### config.mk
export PLATFORM = sky130hd
export DESIGN_NAME = aslk_link
export DESIGN_NICKNAME = d
export VERILOG_FILES = /design/src/hw/aslk_link.v /design/src/hw/aslk_uart_tx.v
export VERILOG_INCLUDE_DIRS = /design/src /design/src/hw
export SDC_FILE = /design/constraint.sdc
export NUM_CORES = 1
export LEC_CHECK = 0
export ABC_AREA = 1
export BUFFER_PORTS_ARGS = -buffer_cell sky130_fd_sc_hd__buf_2
export CORE_MARGIN = 8
export CORE_UTILIZATION = 25
export DETAILED_ROUTE_END_ITERATION = 12
export MAX_ROUTING_LAYER = met4
export PLACE_DENSITY = 0.46
export SYNTH_ARGS = -nofsm -noshare
export SYNTH_HDL_FRONTEND = slang
export SYNTH_SLANG_ARGS = --single-unit
### constraint.sdc
create_clock -name i_sys_clk -period 2.7 [get_ports i_sys_clk]
set_input_delay 0.405 -clock i_sys_clk [delete_from_list [all_inputs] [get_ports i_sys_clk]]
set_output_delay 0.405 -clock i_sys_clk [all_outputs]
set_load 0.05 [all_outputs]
### src/hw/aslk_consts.vh
`ifndef ASLK_CONSTS_VH
`define ASLK_CONSTS_VH

// clock and line rate
`define ASLK_CLK_HZ        200000000
`define ASLK_BAUD          115200
`define ASLK_BIT_CYCLES    (`ASLK_CLK_HZ / `ASLK_BAUD)
`define ASLK_HALF_CYCLES   (`ASLK_BIT_CYCLES / 2)

// frame layout: start, eight data, stop
`define ASLK_DATA_BITS     8
`define ASLK_FRAME_BITS    10
`define ASLK_STOP_IDX      4'h9

// phase timing in milliseconds
`define ASLK_MEAS_MS       25
`define ASLK_CMD_TO_MS     100
`define ASLK_CYC_PER_MS    (`ASLK_CLK_HZ / 1000)
`define ASLK_MEAS_CYCLES   (`ASLK_MEAS_MS * `ASLK_CYC_PER_MS)
`define ASLK_CMD_TO_CYCLES (`ASLK_CMD_TO_MS * `ASLK_CYC_PER_MS)

// measurement-phase buffer depth and ascii terminators
`define ASLK_BUF_DEPTH     3'h4
`define ASLK_CHAR_CR       8'h0d
`define ASLK_CHAR_LF       8'h0a

`endif

### src/hw/aslk_link.v
// What this block does
// - 115200 baud, 8N1, no flow control
// - measurement phase buffers four characters only
// - measurement work lasts up to 25 ms
// - carriage return ends command, starts execution
// - loop: measure, check buffer, process, repeat
// - a command whose CR is buffered gets a status response; one whose CR is lost to the capture limit times out and gets none
// - every response ends with CR then LF
`timescale 1ns/1ps
`include "aslk_consts.vh"

module aslk_link #(
    parameter BIT_CYCLES  = `ASLK_BIT_CYCLES,
    parameter HALF_CYCLES = `ASLK_HALF_CYCLES,
    parameter MEAS_CYCLES = `ASLK_MEAS_CYCLES,
    parameter CMD_TO      = `ASLK_CMD_TO_CYCLES,
    parameter CW          = 11,
    parameter TW          = 25
) (
    // clock and reset
    input  wire       i_sys_clk,
    input  wire       i_rst_b,
    // serial line
    input  wire       i_rxd,
    output wire       o_txd,
    // command bytes toward the executor
    output reg  [7:0] o_cmd_data,
    output reg        o_cmd_valid,
    output reg        o_cmd_exec,
    output reg        o_cmd_abort,
    // response bytes from the executor
    input  wire [7:0] i_rsp_data,
    input  wire       i_rsp_valid,
    input  wire       i_rsp_last,
    output wire       o_rsp_ready,
    // phase status
    output reg        o_meas_phase
);

    ////////////////////////////////////////////////////////////////////////
    // constants; counts are cut to their counter widths on purpose
    localparam integer  BIT_M1    = BIT_CYCLES - 1, HALF_M1 = HALF_CYCLES - 1;
    localparam integer  MEAS_M1   = MEAS_CYCLES - 1, TO_M1 = CMD_TO - 1;
    localparam [CW-1:0] BIT_LAST  = BIT_M1[CW-1:0];
    localparam [CW-1:0] HALF_LAST = HALF_M1[CW-1:0];
    localparam [TW-1:0] MEAS_LAST = MEAS_M1[TW-1:0];
    localparam [TW-1:0] TO_LAST   = TO_M1[TW-1:0];
    localparam [3:0]    STOP_IDX  = `ASLK_STOP_IDX;
    localparam [2:0]    DEPTH     = `ASLK_BUF_DEPTH;
    localparam [7:0]    CHAR_CR   = `ASLK_CHAR_CR;
    localparam [7:0]    CHAR_LF   = `ASLK_CHAR_LF;
    // one-hot phase states
    localparam [5:0] S_MEAS  = 6'h01;  // conversion work, limited capture
    localparam [5:0] S_CHECK = 6'h02;  // look for a pending command
    localparam [5:0] S_CMD   = 6'h04;  // drain the line until CR
    localparam [5:0] S_RESP  = 6'h08;  // forward executor reply bytes
    localparam [5:0] S_TCR   = 6'h10;  // send terminating CR
    localparam [5:0] S_TLF   = 6'h20;  // send terminating LF
    // two-bit ring pointer step, shared by both pointers
    function [1:0] aslk_inc;
        input [1:0] p;
        begin
            aslk_inc = p + 2'h1;
        end
    endfunction
    ////////////////////////////////////////////////////////////////////////
    // receive path: three-flop synchroniser and filter
    reg          sync1;      // metastability stage, read only by sync2
    reg          sync2;      // second stage
    reg          sync3;      // third stage, compared against sync2
    reg          rx_lvl;     // filtered line level
    reg          rx_lvl_d;   // previous filtered level for edge detect
    reg          rx_busy;    // a frame is being sampled
    reg [3:0]    rx_idx;     // bit index within the frame
    reg [CW-1:0] rx_baud;    // cycles to next sample point
    reg [7:0]    rx_shift;   // data assembled lsb first
    reg          rx_vld;     // one-cycle pulse: byte received
    reg [7:0]    rx_byte;    // received byte
    // a change counts only once the last two stages agree
    always @(posedge i_sys_clk or negedge i_rst_b) begin
        if (!i_rst_b) begin
            sync1    <= 1'b1;
            sync2    <= 1'b1;
            sync3    <= 1'b1;
            rx_lvl   <= 1'b1;
            rx_lvl_d <= 1'b1;
        end else begin
            sync1    <= i_rxd;
            sync2    <= sync1;
            sync3    <= sync2;
            rx_lvl_d <= rx_lvl;
            if (sync2 == sync3) begin
                rx_lvl <= sync3;
            end
        end
    end
    ////////////////////////////////////////////////////////////////////////
    // frame sampler: mid-bit sampling, framing errors dropped silently
    always @(posedge i_sys_clk or negedge i_rst_b) begin
        if (!i_rst_b) begin
            rx_busy  <= 1'b0;
            rx_idx   <= 4'h0;
            rx_baud  <= {CW{1'b0}};
            rx_shift <= 8'h00;
            rx_vld   <= 1'b0;
            rx_byte  <= 8'h00;
        end else begin
            rx_vld <= 1'b0;
            if (!rx_busy) begin
                // falling edge of the filtered line opens a frame
                if (rx_lvl_d && !rx_lvl) begin
                    rx_busy <= 1'b1;
                    rx_idx  <= 4'h0;
                    rx_baud <= HALF_LAST;
                end
            end else if (rx_baud != {CW{1'b0}}) begin
                rx_baud <= rx_baud - {{(CW-1){1'b0}}, 1'b1};
            end else begin
                rx_baud <= BIT_LAST;
                rx_idx  <= rx_idx + 4'h1;
                if (rx_idx == 4'h0) begin
                    // glitch rather than start bit: give up
                    if (rx_lvl) begin
                        rx_busy <= 1'b0;
                    end
                end else if (rx_idx == STOP_IDX) begin
                    // no parity; a low stop bit discards the byte
                    rx_busy <= 1'b0;
                    if (rx_lvl) begin
                        rx_vld  <= 1'b1;
                        rx_byte <= rx_shift;
                    end
                end else begin
                    rx_shift <= {rx_lvl, rx_shift[7:1]};
                end
            end
        end
    end
    ////////////////////////////////////////////////////////////////////////
    // command ring buffer and phase sequencer
    reg [7:0]    cbuf [0:3]; // command characters awaiting hand-off
    reg [1:0]    wr_ptr;     // next slot to fill
    reg [1:0]    rd_ptr;     // next slot to drain
    reg [2:0]    fill;       // characters held
    reg [5:0]    state;      // one-hot phase
    reg [TW-1:0] tmr;        // phase timer, counts down
    wire         tx_ready;   // transmitter idle
    reg          tx_valid;   // byte offered to transmitter
    reg [7:0]    tx_data;    // byte offered to transmitter
    reg          push;       // store the received byte this cycle
    reg          pop;        // hand one stored byte on this cycle
    reg [5:0]    next_state; // phase for the next cycle
    // capture limit: only four characters while measuring; the rest is lost
    always @* begin
        push = 1'b0;
        pop  = 1'b0;
        if (rx_vld && (state == S_MEAS) && (fill < DEPTH)) begin
            push = 1'b1;
        end else if (rx_vld && (state == S_CMD)) begin
            push = 1'b1;
        end
        if ((state == S_CMD) && (fill != 3'h0)) begin
            pop = 1'b1;
        end
    end

    // draining one per cycle outruns the line by far, so no overflow in S_CMD
    always @(posedge i_sys_clk or negedge i_rst_b) begin
        if (!i_rst_b) begin
            wr_ptr <= 2'h0;
            rd_ptr <= 2'h0;
            fill   <= 3'h0;
        end else if (state == S_RESP) begin
            // leftovers after CR are not part of any command
            wr_ptr <= 2'h0;
            rd_ptr <= 2'h0;
            fill   <= 3'h0;
        end else begin
            if (push) begin
                wr_ptr <= aslk_inc(wr_ptr);
            end
            if (pop) begin
                rd_ptr <= aslk_inc(rd_ptr);
            end
            if (push && !pop) begin
                fill <= fill + 3'h1;
            end else if (pop && !push) begin
                fill <= fill - 3'h1;
            end
        end
    end

    // storage itself has no reset; fill tells which slots mean anything
    always @(posedge i_sys_clk) begin
        if (push) begin
            cbuf[wr_ptr] <= rx_byte;
        end
    end
    // next phase of the measure / check / process loop
    always @* begin
        next_state = state;
        case (state)
            S_MEAS:  if (tmr == {TW{1'b0}}) next_state = S_CHECK;
            S_CHECK: next_state = (fill != 3'h0) ? S_CMD : S_MEAS;
            S_CMD: begin
                if (pop && (cbuf[rd_ptr] == CHAR_CR)) begin
                    next_state = S_RESP;
                end else if ((tmr == {TW{1'b0}}) && !pop) begin
                    // a character popped right at expiry wins, so valid and abort never coincide
                    next_state = S_MEAS;
                end
            end
            S_RESP:  if (i_rsp_valid && i_rsp_last && tx_ready) next_state = S_TCR;
            S_TCR:   if (tx_ready) next_state = S_TLF;
            S_TLF:   if (tx_ready) next_state = S_MEAS;
            default: next_state = S_MEAS;
        endcase
    end
    // state, timer and executor-side outputs
    always @(posedge i_sys_clk or negedge i_rst_b) begin
        if (!i_rst_b) begin
            state        <= S_MEAS;
            tmr          <= MEAS_LAST;
            o_cmd_data   <= 8'h00;
            o_cmd_valid  <= 1'b0;
            o_cmd_exec   <= 1'b0;
            o_cmd_abort  <= 1'b0;
            o_meas_phase <= 1'b1;
        end else begin
            state        <= next_state;
            o_meas_phase <= (next_state == S_MEAS);
            o_cmd_valid  <= 1'b0;
            o_cmd_exec   <= 1'b0;
            o_cmd_abort  <= (state == S_CMD) && (next_state == S_MEAS);
            // timer reloads on entry to S_MEAS and S_CMD and on each pop in S_CMD, counts down to zero otherwise
            if ((next_state == S_MEAS) && (state != S_MEAS)) begin
                tmr <= MEAS_LAST;
            end else if ((next_state == S_CMD) && (state != S_CMD)) begin
                tmr <= TO_LAST;
            end else if (pop && (state == S_CMD)) begin
                // each character restarts the idle timeout
                tmr <= TO_LAST;
            end else if (tmr != {TW{1'b0}}) begin
                tmr <= tmr - {{(TW-1){1'b0}}, 1'b1};
            end
            if (pop) begin
                o_cmd_data <= cbuf[rd_ptr];
                // CR is the one terminator; it appears on o_cmd_data with exec, never with valid
                if (cbuf[rd_ptr] == CHAR_CR) begin
                    o_cmd_exec <= 1'b1;
                end else begin
                    o_cmd_valid <= 1'b1;
                end
            end
        end
    end
    ////////////////////////////////////////////////////////////////////////
    // response path: executor bytes, then CR and LF
    assign o_rsp_ready = (state == S_RESP) && tx_ready;
    always @* begin
        tx_valid = 1'b0;
        tx_data  = i_rsp_data;
        if (state == S_RESP) begin
            tx_valid = i_rsp_valid;
        end else if (state == S_TCR) begin
            tx_valid = 1'b1;
            tx_data  = CHAR_CR;
        end else if (state == S_TLF) begin
            tx_valid = 1'b1;
            tx_data  = CHAR_LF;
        end
    end

    aslk_uart_tx #(
        .BIT_CYCLES (BIT_CYCLES),
        .CW         (CW)
    ) u_tx (
        .i_sys_clk (i_sys_clk),
        .i_rst_b   (i_rst_b),
        .i_data    (tx_data),
        .i_valid   (tx_valid),
        .o_ready   (tx_ready),
        .o_txd     (o_txd)
    );

endmodule

### src/hw/aslk_uart_tx.v
`timescale 1ns/1ps
`include "aslk_consts.vh"

module aslk_uart_tx #(
    parameter BIT_CYCLES = `ASLK_BIT_CYCLES,
    parameter CW         = 11
) (
    // clock and reset
    input  wire       i_sys_clk,
    input  wire       i_rst_b,
    // byte handshake
    input  wire [7:0] i_data,
    input  wire       i_valid,
    output wire       o_ready,
    // serial line
    output reg        o_txd
);

    // bit time is cut to the counter width on purpose
    localparam integer  BIT_M1   = BIT_CYCLES - 1;
    localparam [CW-1:0] BIT_LAST = BIT_M1[CW-1:0];
    localparam [3:0]    LAST_IDX = `ASLK_STOP_IDX;

    reg [9:0]    shift;    // whole frame, lsb first, indexed by bit_idx
    reg [3:0]    bit_idx;  // bit being driven
    reg [CW-1:0] baud;     // cycles left in this bit
    reg          busy;     // a frame is on the line

    // ready only between frames, so a byte is never overwritten mid-frame
    assign o_ready = ~busy;

    ////////////////////////////////////////////////////////////////////////
    // frame shifter: start bit low, eight data lsb first, one stop high
    always @(posedge i_sys_clk or negedge i_rst_b) begin
        if (!i_rst_b) begin
            shift   <= 10'h3ff;
            bit_idx <= 4'h0;
            baud    <= {CW{1'b0}};
            busy    <= 1'b0;
            o_txd   <= 1'b1;
        end else if (!busy) begin
            if (i_valid) begin
                // load frame and drive start bit at once
                shift   <= {1'b1, i_data, 1'b0};
                o_txd   <= 1'b0;
                bit_idx <= 4'h0;
                baud    <= BIT_LAST;
                busy    <= 1'b1;
            end
        end else if (baud != {CW{1'b0}}) begin
            baud <= baud - {{(CW-1){1'b0}}, 1'b1};
        end else if (bit_idx == LAST_IDX) begin
            // stop bit served its full time; line idles high
            busy  <= 1'b0;
            o_txd <= 1'b1;
        end else begin
            bit_idx <= bit_idx + 4'h1;
            o_txd   <= shift[bit_idx + 4'h1];
            baud    <= BIT_LAST;
        end
    end

endmodule

# After elaboration in Yosys (flattened, before gate mapping)
# Memory sizes are Yosys's and may differ from the RTL's.
# Index checks and enable logic that the tools add are counted.
# op_classes
n_mux	69
n_shift	0
n_bitwise	4
div_mod_pow	0
multipliers	0
n_reduce_logical	38
eq_ne	18
order_cmp	2
addsub	9
# op_table
cell	count
$mux W25	4
$mux W11	7
$mux W6	6
$pmux W6 S6	1
$mux W1	32
$mux W4	7
$logic_not A25 Y1	1
$reduce_bool A25 Y1	1
$sub A25 B1 Y25 const B	1
$mux W8	3
$reduce_bool A11 Y1	2
$sub A11 B1 Y11 const B	2
$logic_and A1 B1 Y1	16
$eq A6 B1 Y1 const B	2
$eq A6 B3 Y1 const B	2
$mux W3	4
$add A4 B1 Y4 const B	2
$eq A4 B4 Y1 const B	2
$eq A8 B4 Y1 const B	1
$mux W2	4
$reduce_and A2 Y1	4
$reduce_bool A2 Y1	4
$eq A6 B2 Y1 const B	1
$eq A6 B4 Y1 const B	1
other kinds (21)	30
# word_totals
mem_bits_ro	0
latch_bits	0
elab_cells	167
register_bits	114
mem_bits_rw	32
memories	1
# mem_list
memory	depth	word_bits	read_ports	rd_clocked_by_memory_dff	wr	line	rtl
cbuf	4	8	1	0	1	aslk_link.v:141	reg [7:0] cbuf [0:3];

# Longest topological paths before layout
# logic_depth
word_depth	12
ltp_mapped	14
depth_no_buf	13

# Cells and area by module
# Synthesis repeated with hierarchy kept, for this count alone.
# unflattened
hier_cells	850
hier_area_um2	7475.9
# by_module_without_submodules
mod	instances	seq_area_each_um2	cells_each	area_per_inst_um2
aslk_link	1	3188.1	664	6013.3
aslk_uart_tx	1	663.1	186	1462.7

# Worst setup path after synthesis
# OpenSTA, ideal clock, no wires.
# synth_path
path_type	reg2reg
start	register state[0]
end	register fill[1]
arrival_ns	2.077
path_stages_with_launch	11
required_time_ns	2.586
setup_slack_ns	0.509
synth_period_minus_slack_ns	2.191
path_cell_list	dfstp_2 nor2_4 nand3_4 inv_1 a22oi_2 inv_1 ha_1 fa_1 o21ai_0 nand2_1 inv_1
# synth_via
elab_chain_cells	7
word_cells_on_any_way	17
# synth_rtl
item	line	rtl
start, declared	aslk_link.v:145	reg [5:0] state;
start signal, assigned	aslk_link.v:230	state <= next_state;
$eq A6 B3 Y1 or $eq A6 B1 Y1 (tied branches)	aslk_link.v:159, aslk_link.v:162, aslk_link.v:157	
$logic_and A1 B1 Y1, on equally long branches	aslk_link.v:159, aslk_link.v:157, aslk_link.v:162	
$mux W1 (tied with other cells)	aslk_link.v:159	end else if (rx_vld && (state == S_CMD)) begin
$mux W1 or $logic_not A1 Y1 (tied branches)	aslk_link.v:157, aslk_link.v:185	
$logic_and A1 B1 Y1 or $logic_not A1 Y1 (tied branches)	aslk_link.v:185, aslk_link.v:187	
$mux W3 or $logic_and A1 B1 Y1 (tied branches)	aslk_link.v:185, aslk_link.v:187	
$mux W3 or $reduce_bool A3 Y1 (tied branches)	-	
end signal, assigned	aslk_link.v:186	fill <= fill + 3'h1;
end signal, assigned	aslk_link.v:188	fill <= fill - 3'h1;
end, declared	aslk_link.v:144	reg [2:0] fill;
# Several ways; a longest one is shown, not always the timed one.
# A chain may end at the register's enable or synchronous reset.

# Worst setup path in the final report
# Same ends and word-level chain as after synthesis.

==> flow_summary.toml <==
[place]
dp_hpwl_mm = 11.2
routabilityCongestion = 0.768
io_buffers = 26
detailed_place.area_mm2 = 0.00776

[cts]
cts_max_level = 4
insertion_delay_ns = 0.42
cts_root_buf = "clkbuf_16"
clkTransAtPathRegs_ns = 0.06
cts_tree = "done"
cts.sinks = 146
cts_made_buffers = 17
ctsResizeCount = 0
cts_buffer_depth = 2

[pwr]
ir_drop_v = 0.000442
p_leak_uw = 0.00377
power_density_mw_per_mm2 = 611
total_power_uw = 5120

[finish]
post-route-cell-area_mm2 = 0.00839
mostFrequentLayoutCell = "nand2_1"
antenna_cells = 0
syn2layout_area_growth_pct = 17.5
final_cell_mix = "nand2_1 (135), inv_1 (99), dfrtp_1 (84)"
nets = 841
drive_gt1_share_pct = 17.7

[sta]
finalSetupViolCount = 0
fin_crit_sh_pct = 86.2
period_minus_slack_ns = 2.33
max_freq_ghz = 0.430
finClkSkew_ns = 0.0101
finalHoldViolCount = 0
slew_viol_final = 0
rsz0062_at_grt = "false"
relSlewSlack_pct = 62.1
worst_slew_pin_slew_ns = 0.569
setup_tns_ns = 0

[grt]
grt_pass1_wl_mm = 26.9
grt.busiest_layer = "met2"
gr-usage-met1_pct = 12.8
antenna_found_initial = 0
grt_use_met3_pct = 2.65
grt_overflow = 0
grt_max_degree = 53
grt_use_met2_pct = 16.0
grt_util_all_layers_pct = 10.2
grt_pass1_vias = 5117

[yosys]
synth_edf_count = 32
synth-async-reset-ratio_pct = 78.1
yosys_register_bits = 146
yosys.cell_types.count = 52
syn_area_per_cell_um2 = 9.27
synth_ff_type = "dfrtp_1"
syn_area_mm2 = 0.00713
synth-warning-count = 0
postSynthCellCount = 770
yosysSeqAreaShare_pct = 54.0
synth_fp_nets = 797

[worst_setup_path]
crit_top_cell = "inv_1"
critPathMaxStageDelay_ns = 0.59
cp-end-kind = "register"
path_class = "register to register"
arrival_ns = 2.69
worstSetupStartpoint = "state[0]$_DFF_PN1_"
cp.required_ns = 3.06
r2r-start = "state[0]$_DFF_PN1_"
crit_chain = "nor2_4 > nand3_4 > inv_1 > a22oi_2 > inv_1 > ha_1 > fa_1 > o21ai_0 > nand2_1 > inv_1"
crit_path_start_kind = "register"
cp_slowest_cell = "dfstp_2"
crit_cells = 10
path_buf_inv = 3
worstPathMaxFanout = 9
path_delay_family = "adder cells"
rr_worst_depth = 10

[floorplan]
die_w_um = 185
rows = 62
coreArea_mm2 = 0.0284
initial_core_util_pct = 25.1
fp.dieH_um = 185
io_pins = 27
die_area_mm2 = 0.0342

[worst_hold_path]
hp-class = "primary input to register"
hp-start = "i_rxd"
hold_depth = 1

[job]
maxCapViolations = 0

[drt]
drcViolationCount = 0
vias = 5180
wl_mm = 15.9
vias_per_cell = 4.28
ant_nets = 0
routedWlPerCell_um = 13.2
first_pass_iters = 4
drt-initial-drc-count = 271

[run_status]
status = "complete, no violations"
-- flip-flops by register name (all words and copies together), names as in the netlist, 6 cells and up --
| signal | cells |
|---|---|
| u_tx.shift | 9 |
| o_cmd_data | 8 |
| tmr | 25 |
| rx_byte | 8 |
| rx_baud | 11 |
| u_tx.baud | 11 |
| state | 6 |
| rx_shift | 8 |
| cbuf | 32 |
-- logic make-up (layout without fill, tap and decap cells) --
group           after synthesis  count (layout)  share of synthesized area [%]
compound gates              131             131                           10.7
simple gates                325             325                           21.9
fa+ha+maj                    15              15                           2.70
xor+xnor                     31              31                           3.81
buf+inv                     122             179                           6.91
flops                       146             146                           54.0
-- metal layers --
metal / up-vias / share of wire, %
li1: 2628 / -
met1: 2485 / 48
met2: 61 / 48
met3: 6 / 2.9
met4: 0 / 0.90
met5: - / 0
-- power breakdown --
group	internal, µW	total, µW	switching [µW]
Combinational	118	284	165
Clock	1500	2440	938
Sequential	2330	2400	65.6
-- final timing paths --
check | to | slack, ns
worst max-delay path | fill[1]$_DFFE_PN0P_ | 0.37
worst min register to register | sync2$_DFF_PN1_ | 0.36
worst min-delay path | sync1$_DFF_PN1_ | 0.08
max in group asynchronous | tmr[18]$_DFFE_PN1P_ | 1.43
worst max register to register | fill[1]$_DFFE_PN0P_ | 0.37
min in group asynchronous | rx_idx[0]$_DFFE_PN0P_ | 0.51
-- through the flow --
| step | hold WS (ns) | cells | utilization (%) | setup slack (ns) |
|---|---|---|---|---|
| 2_1_floorplan | 0.109 | 770 | - | 0.509 |
| 3_3_place_gp | 0.347 | 1178 | 27.3 | 0.376 |
| 3_5_place_dp | 0.347 | 1178 | 27.3 | 0.360 |
| 4_1_cts | 0.0640 | 1211 | 29.5 | 0.341 |
| 5_1_grt | 0.0573 | 1211 | 29.5 | 0.157 |
| 6_report | 0.0826 | 1211 | 29.5 | 0.374 |
-- cell type report --
class,instances,area (µm²)
Clock inverter,14,160
Sequential cell,146,3850
Inverter,108,408
Clock buffer,18,450
Timing Repair Buffer,39,245
Fill cell,3055,20000
Tap cell,384,480
Multi-Input combinational cell,502,2790
-- synthesized netlist by cell type (2+ instances only) --
cell	count	share of area [%]
dfstp_2	30	11
nor3_1	9	0.63
buf_4	3	0.32
o31ai_1	8	0.84
nand2_4	3	0.47
nand3_1	50	3.5
edfxtp_1	32	13
xnor2_1	7	0.86
inv_2	7	0.37
nand2_1	135	7.1
a21oi_1	12	0.84
ha_1	13	2.3
o21ai_1	5	0.35
nand4_1	8	0.70
o22ai_1	10	0.88
nor2_2	8	0.70
a31oi_1	4	0.35
o211ai_1	13	1.4
a22oi_1	2	0.21
dfrtp_1	84	29
o21ai_0	68	4.8
a211oi_1	2	0.21
nor2_8	2	0.56
nor2_1	81	4.3
inv_1	99	5.2
nor2_4	8	1.3
clkbuf_1	4	0.21
xor2_1	24	2.9
buf_2	4	0.28
nand3_2	3	0.42
nand2_2	9	0.79
or2_2	2	0.18
o22a_1	2	0.25
-- timing repair --
| item | 4_1_cts | 5_1_grt |
|---|---|---|
| endpoints found under the hold margin | 1 | 0 |
| hold buffers | 1 | 0 |
| setup endpoints to repair | 0 | 0 |
| buffers inserted | 0 | 0 |
Note: power is estimated with default switching activity, not from simulation.
